`src/tgcr_defs.svh`:
```
// Purpose: offsets, field positions and reset values of the network client control bank
// Assumes: 32-bit Avalon-MM word bus, byte addresses
// Notes: included by the top module only; the package does not include it
`ifndef TGCR_DEFS_SVH
`define TGCR_DEFS_SVH

// ----------------------------------------
// register offsets (byte addresses)
// ----------------------------------------
`define TGCR_OFS_CONTROL 8'h00
`define TGCR_OFS_STATUS 8'h04
`define TGCR_OFS_IPV4_ADDR 8'h10
`define TGCR_OFS_MCAST_ADDR 8'h14
`define TGCR_OFS_SUBNET_MASK 8'h18
`define TGCR_OFS_GATEWAY_ADDR 8'h1C

// ----------------------------------------
// control word fields
// ----------------------------------------
`define TGCR_BIT_CFG_CHANGE 1
`define TGCR_BIT_PHY_RESET 2
`define TGCR_TEST_LSB 3
`define TGCR_TEST_MSB 4
`define TGCR_BIT_POWER_DOWN 5
`define TGCR_MEDIA_LSB 6
`define TGCR_MEDIA_MSB 8
`define TGCR_BIT_SIGNAL_DETECT 9
`define TGCR_BIT_TX_FAULT 10
`define TGCR_BIT_MODSEL_N 11
`define TGCR_BIT_MODRST_N 12
`define TGCR_BIT_LOW_POWER 13
`define TGCR_BIT_MAC_HOLD 14
`define TGCR_BIT_STACK_HOLD 15
`define TGCR_BIT_AUTO_ADDR 16
`define TGCR_BIT_LINK_LIGHT 17
`define TGCR_CONTROL_MASK 32'h0003FFFE

// ----------------------------------------
// status word fields
// ----------------------------------------
`define TGCR_BIT_IRQ_N 0
`define TGCR_BIT_PRESENT_N 2
`define TGCR_BIT_CTS0 3

// ----------------------------------------
// reset values
// ----------------------------------------
`define TGCR_RESET_WORD 32'h00000000
`define TGCR_RESET_TEST 2'h0

`endif

```
`src/tgcr_pkg.sv`:
```
// Purpose: shared types of the network client control bank
// Assumes: nothing beyond the defs header
// Notes: constants live in tgcr_defs.svh
package tgcr_pkg;
  typedef enum logic [1:0] {
    TGCR_TEST_NORMAL,
    TGCR_TEST_LOCAL_LOOP,
    TGCR_TEST_REMOTE_LOOP,
    TGCR_TEST_SPARE
  } tgcr_test_mode_t;
  typedef enum logic {
    TGCR_BUS_IDLE,
    TGCR_BUS_DONE
  } tgcr_bus_state_t;
endpackage

```
`src/tgcr_ctrl_regs.sv`:
```
// Purpose: control and status register bank of the 10G TCP/IP client
// Assumes: Avalon-MM slave with waitrequest, one clock, inputs synchronous
// Notes: every access takes one wait cycle, answered on the second edge
//
// The Avalon-MM register port was left to the implementer.
`timescale 1ns/10ps
`default_nettype none
`include "tgcr_defs.svh"

// Function
// - phy held in reset while bit set
// - phy powered off while power-down set
// - module-select line driven from bit
// - active-low module reset driven from bit
// - low-power line driven from bit
// - mac held in reset while bit set
// - stack held in reset while bit set
// - address-mode line driven from bit; the fixed words go out whatever its value
// - link light follows its bit
// - status shows raw interrupt line
// - status shows raw module-present line
// - status shows socket zero clear to send
// - fixed ipv4 address word at 0x10
// - multicast address word at 0x14, reset zero
module tgcr_ctrl_regs
  import tgcr_pkg::*;
(
  input wire logic SYS_CLK,
  input wire logic ARST_N,
  input wire logic [7:0] AVS_ADDRESS,
  input wire logic AVS_READ,
  input wire logic AVS_WRITE,
  input wire logic [31:0] AVS_WRITEDATA,
  input wire logic [3:0] AVS_BYTEENABLE,
  output logic [31:0] AVS_READDATA,
  output logic AVS_WAITREQUEST,
  output logic PHY_RESET,
  output logic PHY_POWER_DOWN,
  output tgcr_pkg::tgcr_test_mode_t PHY_TEST_MODE,
  output logic [2:0] OPTIC_MEDIA_TYPE,
  output logic PHY_SIGNAL_DETECT,
  output logic PHY_TX_FAULT,
  output logic OPTIC_MODULE_SELECT_N,
  output logic OPTIC_MODULE_RESET_N,
  output logic OPTIC_LOW_POWER,
  output logic MAC_LAYER_HOLD,
  output logic STACK_HOLD,
  output logic AUTO_ADDRESS_SELECT,
  output logic OPTIC_LINK_LIGHT,
  output logic [31:0] STATIC_IPV4_ADDRESS,
  output logic [31:0] IPV4_MULTICAST_ADDRESS,
  output logic [31:0] IPV4_SUBNET_MASK,
  output logic [31:0] IPV4_GATEWAY_ADDRESS,
  input wire logic OPTIC_IRQ_N,
  input wire logic OPTIC_PRESENT_N,
  input wire logic SOCKET_ZERO_CLEAR_TO_SEND
);
  import tgcr_pkg::*;

  // ----------------------------------------
  // reset release
  // ----------------------------------------
  logic rst_meta_q;
  logic rst_n_q;
  always_ff @(posedge SYS_CLK or negedge ARST_N) begin
    if (!ARST_N) begin
      rst_meta_q <= 1'b0;
      rst_n_q <= 1'b0;
    end else begin
      rst_meta_q <= 1'b1;
      rst_n_q <= rst_meta_q;
    end
  end

  // ----------------------------------------
  // bus handshake
  // ----------------------------------------
  tgcr_bus_state_t bus_q;
  logic req;
  logic acc;
  logic wr_acc;
  logic [31:0] be_mask;
  assign req = AVS_READ | AVS_WRITE;
  // one wait cycle keeps read data registered and the decode off the critical path
  assign AVS_WAITREQUEST = ~(bus_q == TGCR_BUS_DONE);
  assign acc = req & (bus_q == TGCR_BUS_DONE);
  assign wr_acc = acc & AVS_WRITE;
  assign be_mask = {{8{AVS_BYTEENABLE[3]}}, {8{AVS_BYTEENABLE[2]}},
                    {8{AVS_BYTEENABLE[1]}}, {8{AVS_BYTEENABLE[0]}}};

  always_ff @(posedge SYS_CLK or negedge rst_n_q) begin
    if (!rst_n_q) begin
      bus_q <= TGCR_BUS_IDLE;
    end else begin
      case (bus_q)
        TGCR_BUS_IDLE: begin
          if (req) begin
            bus_q <= TGCR_BUS_DONE;
          end
        end
        TGCR_BUS_DONE: begin
          bus_q <= TGCR_BUS_IDLE;
        end
        default: begin
          bus_q <= TGCR_BUS_IDLE;
        end
      endcase
    end
  end

  // ----------------------------------------
  // write decode
  // ----------------------------------------
  logic wr_control;
  logic wr_ipv4;
  logic wr_mcast;
  logic wr_subnet;
  logic wr_gateway;
  // unmapped offsets match no strobe, so their writes fall away
  assign wr_control = wr_acc && (AVS_ADDRESS == `TGCR_OFS_CONTROL);
  assign wr_ipv4 = wr_acc && (AVS_ADDRESS == `TGCR_OFS_IPV4_ADDR);
  assign wr_mcast = wr_acc && (AVS_ADDRESS == `TGCR_OFS_MCAST_ADDR);
  assign wr_subnet = wr_acc && (AVS_ADDRESS == `TGCR_OFS_SUBNET_MASK);
  assign wr_gateway = wr_acc && (AVS_ADDRESS == `TGCR_OFS_GATEWAY_ADDR);

  // ----------------------------------------
  // storage
  // ----------------------------------------
  logic [31:0] control_q;
  logic [31:0] ipv4_q;
  logic [31:0] mcast_q;
  logic [31:0] subnet_q;
  logic [31:0] gateway_q;
  logic [31:0] control_d;
  logic [31:0] ipv4_d;
  logic [31:0] mcast_d;
  logic [31:0] subnet_d;
  logic [31:0] gateway_d;
  logic [1:0] test_q;

  // byte lanes that are not enabled keep their old contents
  assign control_d = ((control_q & ~be_mask) | (AVS_WRITEDATA & be_mask))
                     & `TGCR_CONTROL_MASK;
  assign ipv4_d = (ipv4_q & ~be_mask) | (AVS_WRITEDATA & be_mask);
  assign mcast_d = (mcast_q & ~be_mask) | (AVS_WRITEDATA & be_mask);
  assign subnet_d = (subnet_q & ~be_mask) | (AVS_WRITEDATA & be_mask);
  assign gateway_d = (gateway_q & ~be_mask) | (AVS_WRITEDATA & be_mask);

  always_ff @(posedge SYS_CLK or negedge rst_n_q) begin
    if (!rst_n_q) begin
      control_q <= `TGCR_RESET_WORD;
    end else if (wr_control) begin
      control_q <= control_d;
    end
  end

  // the phy sees a new test mode only while software holds the change bit set
  always_ff @(posedge SYS_CLK or negedge rst_n_q) begin
    if (!rst_n_q) begin
      test_q <= `TGCR_RESET_TEST;
    end else if (control_q[`TGCR_BIT_CFG_CHANGE]) begin
      test_q <= control_q[`TGCR_TEST_MSB:`TGCR_TEST_LSB];
    end
  end

  always_ff @(posedge SYS_CLK or negedge rst_n_q) begin
    if (!rst_n_q) begin
      ipv4_q <= `TGCR_RESET_WORD;
    end else if (wr_ipv4) begin
      ipv4_q <= ipv4_d;
    end
  end

  always_ff @(posedge SYS_CLK or negedge rst_n_q) begin
    if (!rst_n_q) begin
      mcast_q <= `TGCR_RESET_WORD;
    end else if (wr_mcast) begin
      mcast_q <= mcast_d;
    end
  end

  always_ff @(posedge SYS_CLK or negedge rst_n_q) begin
    if (!rst_n_q) begin
      subnet_q <= `TGCR_RESET_WORD;
    end else if (wr_subnet) begin
      subnet_q <= subnet_d;
    end
  end

  always_ff @(posedge SYS_CLK or negedge rst_n_q) begin
    if (!rst_n_q) begin
      gateway_q <= `TGCR_RESET_WORD;
    end else if (wr_gateway) begin
      gateway_q <= gateway_d;
    end
  end

  // ----------------------------------------
  // read path
  // ----------------------------------------
  logic [31:0] status_word;
  logic [31:0] rd_d;
  always_comb begin
    status_word = 32'h00000000;
    status_word[`TGCR_BIT_IRQ_N] = OPTIC_IRQ_N;
    status_word[`TGCR_BIT_PRESENT_N] = OPTIC_PRESENT_N;
    status_word[`TGCR_BIT_CTS0] = SOCKET_ZERO_CLEAR_TO_SEND;
  end

  always_comb begin
    rd_d = 32'h00000000;
    case (AVS_ADDRESS)
      `TGCR_OFS_CONTROL: rd_d = control_q;
      `TGCR_OFS_STATUS: rd_d = status_word;
      `TGCR_OFS_IPV4_ADDR: rd_d = ipv4_q;
      `TGCR_OFS_MCAST_ADDR: rd_d = mcast_q;
      `TGCR_OFS_SUBNET_MASK: rd_d = subnet_q;
      `TGCR_OFS_GATEWAY_ADDR: rd_d = gateway_q;
      default: rd_d = 32'h00000000;
    endcase
  end

  logic rd_capture;
  assign rd_capture = AVS_READ && (bus_q == TGCR_BUS_IDLE);
  // data is captured during the wait cycle, so it stands at the accepting edge
  always_ff @(posedge SYS_CLK or negedge rst_n_q) begin
    if (!rst_n_q) begin
      AVS_READDATA <= 32'h00000000;
    end else if (rd_capture) begin
      AVS_READDATA <= rd_d;
    end
  end

  // ----------------------------------------
  // control outputs
  // ----------------------------------------
  // every line is registered so the far side never sees a decode glitch
  always_ff @(posedge SYS_CLK or negedge rst_n_q) begin
    if (!rst_n_q) begin
      PHY_RESET <= 1'b0;
      PHY_POWER_DOWN <= 1'b0;
    end else begin
      PHY_RESET <= control_q[`TGCR_BIT_PHY_RESET];
      PHY_POWER_DOWN <= control_q[`TGCR_BIT_POWER_DOWN];
    end
  end

  // test mode trails the other lines by one clock, through the change latch
  always_ff @(posedge SYS_CLK or negedge rst_n_q) begin
    if (!rst_n_q) begin
      PHY_TEST_MODE <= TGCR_TEST_NORMAL;
      OPTIC_MEDIA_TYPE <= 3'h0;
    end else begin
      PHY_TEST_MODE <= tgcr_test_mode_t'(test_q);
      OPTIC_MEDIA_TYPE <= control_q[`TGCR_MEDIA_MSB:`TGCR_MEDIA_LSB];
    end
  end

  // software mirrors the module's own signals here until hardware takes over
  always_ff @(posedge SYS_CLK or negedge rst_n_q) begin
    if (!rst_n_q) begin
      PHY_SIGNAL_DETECT <= 1'b0;
      PHY_TX_FAULT <= 1'b0;
    end else begin
      PHY_SIGNAL_DETECT <= control_q[`TGCR_BIT_SIGNAL_DETECT];
      PHY_TX_FAULT <= control_q[`TGCR_BIT_TX_FAULT];
    end
  end

  always_ff @(posedge SYS_CLK or negedge rst_n_q) begin
    if (!rst_n_q) begin
      OPTIC_MODULE_SELECT_N <= 1'b0;
      OPTIC_MODULE_RESET_N <= 1'b0;
      OPTIC_LOW_POWER <= 1'b0;
      OPTIC_LINK_LIGHT <= 1'b0;
    end else begin
      OPTIC_MODULE_SELECT_N <= control_q[`TGCR_BIT_MODSEL_N];
      OPTIC_MODULE_RESET_N <= control_q[`TGCR_BIT_MODRST_N];
      OPTIC_LOW_POWER <= control_q[`TGCR_BIT_LOW_POWER];
      OPTIC_LINK_LIGHT <= control_q[`TGCR_BIT_LINK_LIGHT];
    end
  end

  always_ff @(posedge SYS_CLK or negedge rst_n_q) begin
    if (!rst_n_q) begin
      MAC_LAYER_HOLD <= 1'b0;
      STACK_HOLD <= 1'b0;
      AUTO_ADDRESS_SELECT <= 1'b0;
    end else begin
      MAC_LAYER_HOLD <= control_q[`TGCR_BIT_MAC_HOLD];
      STACK_HOLD <= control_q[`TGCR_BIT_STACK_HOLD];
      AUTO_ADDRESS_SELECT <= control_q[`TGCR_BIT_AUTO_ADDR];
    end
  end

  // address the stack uses: fixed registers driven straight out, whatever the dhcp bit says
  assign STATIC_IPV4_ADDRESS = ipv4_q;
  assign IPV4_MULTICAST_ADDRESS = mcast_q;
  assign IPV4_SUBNET_MASK = subnet_q;
  assign IPV4_GATEWAY_ADDRESS = gateway_q;
endmodule
`default_nettype wire

```
`config.mk`:
```
export PLATFORM = sky130hd
export DESIGN_NAME = tgcr_ctrl_regs
export DESIGN_NICKNAME = d
export VERILOG_FILES = /design/src/tgcr_pkg.sv /design/src/tgcr_ctrl_regs.sv
export VERILOG_INCLUDE_DIRS = /design/src
export SDC_FILE = /design/constraint.sdc
export NUM_CORES = 1
export LEC_CHECK = 0
export BUFFER_PORTS_ARGS = -buffer_cell sky130_fd_sc_hd__buf_2
export CORE_AREA = 4 4 179 181
export CTS_BUF_LIST = sky130_fd_sc_hd__clkbuf_16
export CTS_CLUSTER_SIZE = 16
export DETAILED_ROUTE_END_ITERATION = 8
export DIE_AREA = 0 0 183 185
export GPL_TIMING_DRIVEN = 0
export HOLD_SLACK_MARGIN = 0.15
export PLACE_DENSITY_LB_ADDON = 0.2
export SYNTH_ARGS = -nofsm -noshare
export SYNTH_HDL_FRONTEND = slang
export SYNTH_SLANG_ARGS = --single-unit
```
`constraint.sdc`:
```
create_clock -name SYS_CLK -period 7.3 [get_ports SYS_CLK]
set_input_delay 0.365 -clock SYS_CLK [delete_from_list [all_inputs] [get_ports SYS_CLK]]
set_output_delay 0.365 -clock SYS_CLK [all_outputs]
set_load 0.02 [all_outputs]
```
==> results of run 1 <==
power breakdown:
part           leakage, nW  total, mW  switching, mW  internal (mW)
combinational         3.16      0.169          0.111         0.0577
sequential            2.74       1.13         0.0181           1.11
clock                0.311       1.02          0.512          0.509
total                 6.21       2.32          0.642           1.68
kinds of logic after synthesis:
group           Yosys count  share of synthesized area (%)
other cells               1                         0.0414
simple gates            119                           8.13
mux                     182                           26.6
compound gates           87                           7.00
flops                   198                           54.8
buf+inv                  55                           3.44
worst register-to-register path, delay by kind of cell (launching register included):
kind	cells	cell delay [ns]
compound gates	2	0.77
flops	1	0.43
buf+inv	2	0.82
simple gates	1	0.12
final cells by class:
type | instances | area [sq um]
Buffer | 38 | 248
Clock buffer | 17 | 425
Clock inverter | 15 | 220
Fill cell | 3012 | 19000
Inverter | 17 | 63.8
Multi-Input combinational cell | 389 | 3780
Sequential cell | 198 | 4960
Tap cell | 396 | 495
Timing Repair Buffer | 230 | 1220
synth_stat cells, drive strengths merged (2+ instances only):
library cell and count:
and2 7, o211ai 9, nand2 55, o32ai 15, mux4 2, buf 27, and3 5, mux2 161
o21ai 18, a21oi 10, nand3 15, dfrtp 198, inv 17, nor2b 2, mux2i 19, a32oi 14
nor2 28, o22ai 5, clkbuf 11, a22oi 14
through the flow:
stage	worst slack (ns)	cell area, sq um
after global placement	-1.38	10700
after global routing	4.89	11400
after detailed placement	4.99	10800
after CTS	5.02	11400
final	5.06	11400
after floorplan	1.37	9050
layer usage:
layer | share of wire (%) | vias up | routed length (um)
li1 | - | 2819 | -
met1 | 47 | 3135 | 13300
met2 | 45 | 202 | 12900
met3 | 6.5 | 17 | 1850
met4 | 1.2 | 2 | 329
met5 | 0.025 | - | 7
cell usage in the layout (no fill, tap or decap), drive strengths merged, types with 10 or more instances in the layout:
cell type / netlist / routed
a22oi: 14 / 14
mux2: 161 / 161
nor2: 28 / 28
o21ai: 18 / 18
nand3: 15 / 15
a32oi: 14 / 14
mux2i: 19 / 19
clkbuf: 11 / 28
a21oi: 10 / 10
o32ai: 15 / 15
nand2: 55 / 55
buf: 27 / 256
inv: 17 / 24
dfrtp: 198 / 198
path summary, 6_finish.rpt:
kind | from | endpoint | slack (ns) | cells past startpoint
worst max-delay path | bus_q$_DFF_PN0_ | AVS_READDATA[30]$_DFFE_PN0P_ | 5.06 | 5
worst min-delay path | AVS_READ | bus_q$_DFF_PN0_ | 0.18 | 3
worst max register to register | bus_q$_DFF_PN0_ | AVS_READDATA[30]$_DFFE_PN0P_ | 5.06 | 5
worst min register to register | rst_n_q$_DFF_PN0_ | async pin | 0.29 | 0
max in group asynchronous | rst_n_q$_DFF_PN0_ | async pin | 6.05 | 2
min in group asynchronous | ARST_N | rst_n_q$_DFF_PN0_ | 0.22 | 2
timing repair:
action,4_1_cts,5_1_grt
hold buffers,1,0
hold endpoints to repair,2,0
setup buffers,0,0
resized for setup,0,0
==> results.py, run 1 <==
metrics = {
    "power": {
        "p_per_area_mw_per_mm2": 203,
        "p_leak_nw": 6.21,
        "ir_drop_v": 0.000130,
        "p_total_mw": 2.32,
    },
    "clock_network": {
        "cts_buffer_depth": 2,
        "cts_buffers": 17,
        "cts_sinks": 198,
        "cts_root_buf": "clkbuf_16",
        "clk_latency_ns": 0.44,
        "clk_pin_slew_ns": 0.09,
        "htree_num_levels": 4,
        "cts_tree": "built",
    },
    "sta": {
        "slew_violations": 0,
        "min_period_over_period_pct": 30.7,
        "worstMarginPinSlew_ns": 0.844,
        "timing.hold.ws_ns": 0.176,
        "finalCriticalPeriod_ns": 2.24,
        "rsz0062_at_grt": "no",
        "hold_violations": 0,
        "slew_headroom_pct": 43.7,
        "final.setup.tns_ns": 0,
        "max_freq_mhz": 446,
        "setup_viol": 0,
        "skew_ns": 0.0157,
    },
    "detailed_routing": {
        "drt-initial-drc-count": 343,
        "vias": 6175,
        "via_per_inst": 4.75,
        "wire_per_inst_um": 21.8,
        "drc": 0,
        "ant_nets": 0,
        "wl_um": 28300,
        "dr.pass1.iters": 4,
    },
    "setup_path": {
        "slowest_stage": "o2111ai_1",
        "worst_setup_path_start_kind": "flop",
        "worstPathRequired_ns": 7.64,
        "path_delay_family": "buffers and inverters",
        "critPathBufInv": 2,
        "cp_cell_sequence": "nor2b_1 -> clkbuf_1 -> o2111ai_1 -> buf_2 -> o22ai_1",
        "end_kind": "flop",
        "crit_path_max_fanout": 10,
        "arrival_ns": 2.58,
        "crit_path_max_incr_delay_ns": 0.55,
        "critPathKind": "reg -> reg",
    },
    "layout": {
        "fin_cells": 1300,
        "drive_above_1_share_pct": 46.6,
        "diodes": 0,
        "syn2layout_area_growth_pct": 26.2,
        "utilization_pct": 37.5,
        "finalNetCount": 942,
    },
    "job": {
        "maxCapViolations": 0,
    },
    "placed_design": {
        "place_hpwl_um": 20200,
        "port_buffers": 226,
        "dp_cells": 1267,
        "gp_congestion": 0.758,
    },
    "global_route": {
        "use_met2_pct": 25.9,
        "track_usage_pct": 16.7,
        "use_met3_pct": 4.60,
        "antenna_found_initial": 1,
        "top_usage_layer": "met2",
        "grt_max_degree": 66,
        "grt_overflow": 0,
        "grt_pass1_wl_um": 42400,
        "grt_pass1_vias": 6561,
        "grt_util_met1_pct": 23.6,
    },
    "logic_synthesis": {
        "yosys-top-cells-area": "dfrtp_1 55%, mux2_4 16%, mux2_1 6.1%",
        "synth-edff-count": 0,
        "yosysWarnings": 0,
        "yosys_most_used_dff": "dfrtp_1",
        "yosysSeqAreaShare_pct": 54.8,
        "synthArstFlopShare_pct": 100,
        "synthesis.nets": 693,
        "avgSynthCellArea_sq_um": 14.1,
        "ys_ff_latch": 198,
        "synthCells": 642,
        "synth_largest_area_cell": "dfrtp_1",
        "synth.distinct_cells": 43,
        "synth_area_sq_mm": 0.00905,
        "synth_top_area_share_pct": 54.8,
    },
    "die": {
        "die_area_sq_mm": 0.0339,
        "io_pins": 228,
        "rows": 64,
        "core_sq_mm": 0.0304,
        "start_util_pct": 29.7,
        "die_w_um": 183,
        "fp.dieH_um": 185,
    },
    "status": {
        "status": "complete, no violations",
    },
    "worst_hold_path": {
        "hold_class": "in -> reg",
    },
}
(Power assumes the default switching activity.)
==> inputs of run 2 (changes only) <==
==> constraint.sdc (replaced) <==
create_clock -name SYS_CLK -period 2.1 [get_ports SYS_CLK]
set_input_delay 0.105 -clock SYS_CLK [delete_from_list [all_inputs] [get_ports SYS_CLK]]
set_output_delay 0.105 -clock SYS_CLK [all_outputs]
set_load 0.02 [all_outputs]
==> results.py, run 2 (synthesis results as in run 1) <==
metrics = {
    "worst_hold_path": {
        "hold_class": "in -> reg",
        "min_from": "OPTIC_PRESENT_N",
    },
    "sta": {
        "finalCriticalPeriod_ns": 1.83,
        "max_freq_mhz": 548,
        "setup_viol": 0,
        "slew_violations": 0,
        "slew_headroom_pct": 50.5,
        "hold_violations": 0,
        "final.setup.tns_ns": 0,
        "skew_ns": 0.0144,
        "min_period_over_period_pct": 86.9,
        "rsz0062_at_grt": "no",
        "timing.hold.ws_ns": 0.179,
        "worstMarginPinSlew_ns": 0.743,
    },
    "layout": {
        "layout_commonest_cell": "buf_2",
        "fillCellCount": 3046,
        "drive_above_1_share_pct": 45.2,
        "syn2layout_area_growth_pct": 29.9,
        "layout_common_cells": "237 x buf_2, 197 x dfrtp_1, 96 x mux2_4",
        "finalNetCount": 977,
    },
    "die": {
        "core_sq_mm": 0.0304,
        "fp.dieH_um": 185,
        "die_area_sq_mm": 0.0339,
        "die_w_um": 183,
        "start_util_pct": 29.7,
        "io_pins": 228,
        "rows": 64,
    },
    "setup_path": {
        "worst_setup_path_start_kind": "flop",
        "slowest_stage": "mux2_1",
        "crit_path_max_fanout": 7,
        "crit_start": "bus_q$_DFF_PN0_",
        "r2r-start": "bus_q$_DFF_PN0_",
        "arrival_ns": 2.14,
        "cp_cell_sequence": "and3_1 -> buf_4 -> nand2_1 -> mux2_1",
        "end_kind": "flop",
        "worstPathRequired_ns": 2.41,
        "crit_path_max_incr_delay_ns": 0.43,
        "critPathKind": "reg -> reg",
    },
    "detailed_routing": {
        "via_per_inst": 4.65,
        "dr.pass1.iters": 4,
        "wire_per_inst_um": 21.5,
        "drt-initial-drc-count": 234,
        "drc": 0,
        "vias": 6216,
        "wl_um": 28800,
        "ant_nets": 0,
    },
    "power": {
        "p_leak_nw": 6.35,
        "p_per_area_mw_per_mm2": 680,
        "ir_drop_v": 0.000492,
        "netSwitchingPower_mw": 2.24,
        "seqPwrFrac_pct": 49.2,
        "p_sw_share_pct": 28.0,
        "p_int_mw": 5.76,
        "combinationalPowerShare_pct": 8.0,
        "clock_power_share_pct": 42.8,
    },
    "clock_network": {
        "cts_buffer_depth": 2,
        "cts_root_buf": "clkbuf_16",
        "clk_pin_slew_ns": 0.07,
        "cts_buffers": 17,
        "cts_tree": "built",
        "clk_latency_ns": 0.44,
        "cts_sinks": 198,
        "htree_num_levels": 4,
    },
    "placed_design": {
        "gp_congestion": 0.748,
        "place_hpwl_um": 20300,
        "port_buffers": 226,
    },
    "job": {
        "maxCapViolations": 0,
    },
    "global_route": {
        "track_usage_pct": 17.0,
        "grt_max_degree": 67,
        "grt_pass1_vias": 6673,
        "grt_overflow": 0,
        "antenna_found_initial": 1,
        "grt_pass1_wl_um": 43200,
    },
    "status": {
        "status": "complete, no violations",
    },
}
-- run 2: changes by cell type in the layout (fill, tap and decap cells not counted), moves of 2 or more --
cell,before,now
dlygate4sd3_1,1,36
clkbuf_1,11,9
clkbuf_2,0,2
clkinv_8,5,7
inv_12,3,1
-- run 2: critical path: cells and delay by family, from the launching register on --
family                 cells  cell delay (ns)
buffers and inverters      1             0.23
flip-flops                 1             0.42
multiplexers               1             0.43
AND/OR/NAND/NOR            2             0.63
-- run 2: timing repair --
action | in CTS | in global routing
setup buffers | 0 | 0
hold buffers | 36 | 0
setup endpoints to repair | 19 | 14
hold endpoints to repair | 148 | 0
gates resized for setup | 2 | 3
-- run 2: layout make-up --
| type | count | area (sq um) | share of cell area, % |
|---|---|---|---|
| flip-flops and latches | 198 | 4960 | 42.2 |
| repair buffers | 265 | 1570 | 13.3 |
| diodes | 1 | 2.50 | 0.0213 |
| inverters | 17 | 63.8 | 0.543 |
| clock inverters | 15 | 195 | 1.66 |
| clock buffers | 17 | 425 | 3.62 |
| multi-input cells | 389 | 3800 | 32.3 |
| well taps | 396 | 495 | 4.21 |
| plain buffers | 38 | 250 | 2.13 |
-- run 2: path summary, 6_finish.rpt --
check	slack, ns	cells past startpoint	to
max	0.27	4	flop
min	0.18	4	AVS_READDATA[2]$_DFFE_PN0P_
max reg2reg	0.27	4	flop
min reg2reg	0.30	0	async pin
max in group asynchronous	0.82	2	async pin
min in group asynchronous	0.30	0	async pin
-- run 2: per-layer routing --
layer / routed length (um) / vias to the layer above / track usage, %
met5: 0 / - / 0
met3: 1760 / 16 / 4.52
li1: - / 2893 / -
met1: 13500 / 3120 / 23.5
met4: 312 / 0 / 3.22
met2: 13200 / 187 / 27.1
-- run 2: metrics by stage --
step / cells / power, mW / area (sq um) / util, % / setup slack [ns]
CTS: 1335 / 8.13 / 11700 / 38.6 / 0.0249
floorplan: 642 / 4.32 / 9050 / - / 0.0778
detailed placement: 1267 / 4.62 / 10800 / 35.3 / -0.145
global route: 1336 / 8.36 / 11800 / 38.6 / 0.139
finish: 1336 / 8.00 / 11800 / 38.6 / 0.274
global placement: 1264 / 4.59 / 10700 / 35.1 / -0.816
-- run 2: power by group through the flow --
stage / clock network (mW) / logic, mW / registers, mW
after global routing: 3.70 / 0.703 / 3.95
after global placement: 0 / 0.515 / 4.08
after detailed placement: 0 / 0.600 / 4.02
after CTS: 3.54 / 0.654 / 3.94
after floorplan: 0 / 0.208 / 4.11
final: 3.42 / 0.640 / 3.94
==> inputs of run 3 (changes only) <==
--- a/config.mk
+++ b/config.mk
@@ -6,12 +6,14 @@
 export SDC_FILE = /design/constraint.sdc
 export NUM_CORES = 1
 export LEC_CHECK = 0
+export ABC_AREA = 1
+export ABC_CLOCK_PERIOD_IN_PS = 2100
 export BUFFER_PORTS_ARGS = -buffer_cell sky130_fd_sc_hd__buf_2
-export CORE_AREA = 4 4 179 181
+export CORE_AREA = 4 4 173 175
 export CTS_BUF_LIST = sky130_fd_sc_hd__clkbuf_16
 export CTS_CLUSTER_SIZE = 16
 export DETAILED_ROUTE_END_ITERATION = 8
-export DIE_AREA = 0 0 183 185
+export DIE_AREA = 0 0 177 179
 export GPL_TIMING_DRIVEN = 0
 export HOLD_SLACK_MARGIN = 0.15
 export PLACE_DENSITY_LB_ADDON = 0.2
==> results.py, run 3 <==
metrics = {
    "logic_synthesis": {
        "yosysSeqAreaShare_pct": 58.5,
        "avgSynthCellArea_sq_um": 8.88,
        "synth.most_common_cell": "nand2_1",
        "synth_area_sq_mm": 0.00846,
        "yosys-top-cells-area": "dfrtp_1 59%, nand2_1 15%, nand3_1 5.1%",
        "synthArstFlopShare_pct": 100,
        "ys_ff_latch": 198,
        "yosys_most_used_dff": "dfrtp_1",
        "synth-edff-count": 0,
        "yosysWarnings": 0,
        "synthesis.nets": 1004,
        "synthCells": 953,
        "synthSimpleGateAreaFrac_pct": 25.8,
        "synth-compound-area-share_pct": 10.5,
        "synth_largest_area_cell": "dfrtp_1",
        "synth_common_cells": "344 x nand2_1, 198 x dfrtp_1, 86 x nand3_1",
        "synth.distinct_cells": 25,
        "synthMuxAreaShare_pct": 0.266,
        "synth_top_family_by_area": "simple AND/OR/NAND/NOR gates",
        "synth_xor_area_share_pct": 0,
        "synth_top_area_share_pct": 58.5,
        "synth_fa_ha_area_share_pct": 0,
    },
    "global_route": {
        "grt_pass1_wl_um": 47900,
        "grt_overflow": 0,
        "grt_max_degree": 57,
        "track_usage_pct": 20.0,
        "grt_pass1_vias": 7712,
        "antenna_found_initial": 2,
    },
    "layout": {
        "layout_common_cells": "344 x nand2_1, 250 x buf_2, 197 x dfrtp_1",
        "layout_commonest_cell": "nand2_1",
        "syn2layout_area_growth_pct": 32.3,
        "finalNetCount": 1296,
        "utilization_pct": 39.3,
        "drive_above_1_share_pct": 28.4,
    },
    "power": {
        "combinationalPowerShare_pct": 6.9,
        "ir_drop_v": 0.000426,
        "seqPwrFrac_pct": 50.1,
        "p_per_area_mw_per_mm2": 698,
        "p_int_mw": 5.73,
        "netSwitchingPower_mw": 2.09,
        "clock_power_share_pct": 43.0,
        "p_leak_nw": 6.07,
        "p_sw_share_pct": 26.7,
    },
    "clock_network": {
        "cts_root_buf": "clkbuf_16",
        "clk_latency_ns": 0.44,
        "cts_setup_buffers": 0,
        "cts_buffer_depth": 2,
        "clk_pin_slew_ns": 0.09,
        "htree_num_levels": 4,
        "cts_buffers": 17,
        "cts_sinks": 198,
        "cts_tree": "built",
    },
    "die": {
        "core_sq_mm": 0.0285,
        "die_area_sq_mm": 0.0317,
        "start_util_pct": 29.7,
        "rows": 62,
        "fp.dieH_um": 179,
        "io_pins": 228,
        "die_w_um": 177,
    },
    "setup_path": {
        "rrSetupSlack_ns": 0.20,
        "critPathKind": "reg -> reg",
        "arrival_ns": 2.22,
        "worstPathRequired_ns": 2.41,
        "end_kind": "flop",
        "r2r-start": "bus_q$_DFF_PN0_",
        "rr_worst_depth": 5,
        "worst_setup_path_start_kind": "flop",
        "crit_path_max_fanout": 10,
        "crit_start": "bus_q$_DFF_PN0_",
    },
    "placed_design": {
        "port_buffers": 227,
        "place_hpwl_um": 23000,
        "gp_congestion": 0.801,
    },
    "sta": {
        "finalCriticalPeriod_ns": 1.90,
        "skew_ns": 0.0155,
        "slew_violations": 0,
        "rsz0062_at_grt": "no",
        "setup_viol": 0,
        "slew_headroom_pct": 42.0,
        "min_period_over_period_pct": 90.6,
        "worstMarginPinSlew_ns": 0.870,
        "max_freq_mhz": 525,
        "timing.hold.ws_ns": 0.277,
        "hold_violations": 0,
    },
    "detailed_routing": {
        "via_per_inst": 4.68,
        "drc": 0,
        "vias": 7684,
        "dr.pass1.iters": 5,
        "drt-initial-drc-count": 646,
        "wl_um": 31600,
        "ant_nets": 0,
        "wire_per_inst_um": 19.2,
    },
    "worst_hold_path": {
        "min_from": "AVS_ADDRESS[0]",
        "hold_class": "in -> reg",
    },
    "job": {
        "maxCapViolations": 0,
    },
    "status": {
        "status": "complete, no violations",
    },
}
run 3: changes by cell type in the layout (fill, tap and decap cells not counted), moves of 19 or more:
cell	delta
nand2_1	+298
mux2_4	-96
nand3_1	+75
o21ai_1	+73
mux2_1	-49
inv_1	+33
o21ai_2	+32
o21ai_0	+30
mux2i_1	-19
nand4_1	+19
run 3: kinds of logic (layout without fill, tap and decap cells):
logic type / after synthesis / after routing
AOI/OAI and AO/OA: 153 / 153
buffers and inverters: 96 / 400
DFF: 198 / 198
muxes: 2 / 2
other: 1 / 3
and+or+nand+nor: 503 / 503
run 3: layer usage:
metal,vias up,routed length (um),GRT usage (%)
met1,3750,14400,27.8
met4,0,541,5.96
met3,23,1580,3.46
li1,3703,-,-
met2,208,15100,32.3
met5,-,0,0
run 3: what timing repair did:
| action | in CTS | in global routing |
|---|---|---|
| endpoints found under the setup margin | 0 | 3 |
| endpoints found under the hold margin | 152 | 0 |
| hold buffers | 43 | 0 |
| resized for setup | 0 | 3 |
run 3: final cells by class:
type	count	area, sq um
Fill cell	2981	17300
Clock inverter	14	168
Timing Repair Buffer	273	1650
Antenna cell	2	5.00
Buffer	45	225
Tap cell	384	480
Clock buffer	17	425
Multi-Input combinational cell	659	3090
Inverter	51	191
Sequential cell	198	4960
run 3: how the worst min path moves through the flow:
stage	cells past startpoint	end
3_5_place_dp	1	rst_meta_q$_DFF_PN0_
3_3_place_gp	1	rst_meta_q$_DFF_PN0_
4_1_cts	6	AVS_READDATA[16]$_DFFE_PN0P_
5_1_grt	6	AVS_READDATA[16]$_DFFE_PN0P_
2_1_floorplan	0	rst_meta_q$_DFF_PN0_
6_report	6	AVS_READDATA[16]$_DFFE_PN0P_
run 3: worst max-delay path: stages (launching register included):
cell and delay, ns:
dfrtp_1 0.41, nand2_2 0.25, inv_1 0.20, nand3_1 0.36
clkbuf_1 0.41, o21ai_0 0.16
run 3: stage by stage:
stage	instance area [sq um]	power, mW	worst slack (ns)	std cells	TNS (ns)
after floorplan	8470	4.22	0.0778	953	0
after global placement	10100	4.46	-0.751	1564	-143.14
after detailed placement	10200	4.48	0.130	1567	0
after CTS	11200	7.91	0.148	1641	0
after global routing	11200	8.13	0.0413	1643	0
final	11200	7.82	0.196	1643	0
run 3: power groups by stage:
stage / clock [mW] / sequential [mW] / combinational (mW)
final: 3.36 / 3.92 / 0.539
after global routing: 3.61 / 3.93 / 0.600
after CTS: 3.44 / 3.92 / 0.551
after detailed placement: 0 / 3.99 / 0.488
after global placement: 0 / 4.05 / 0.404
after floorplan: 0 / 4.07 / 0.156
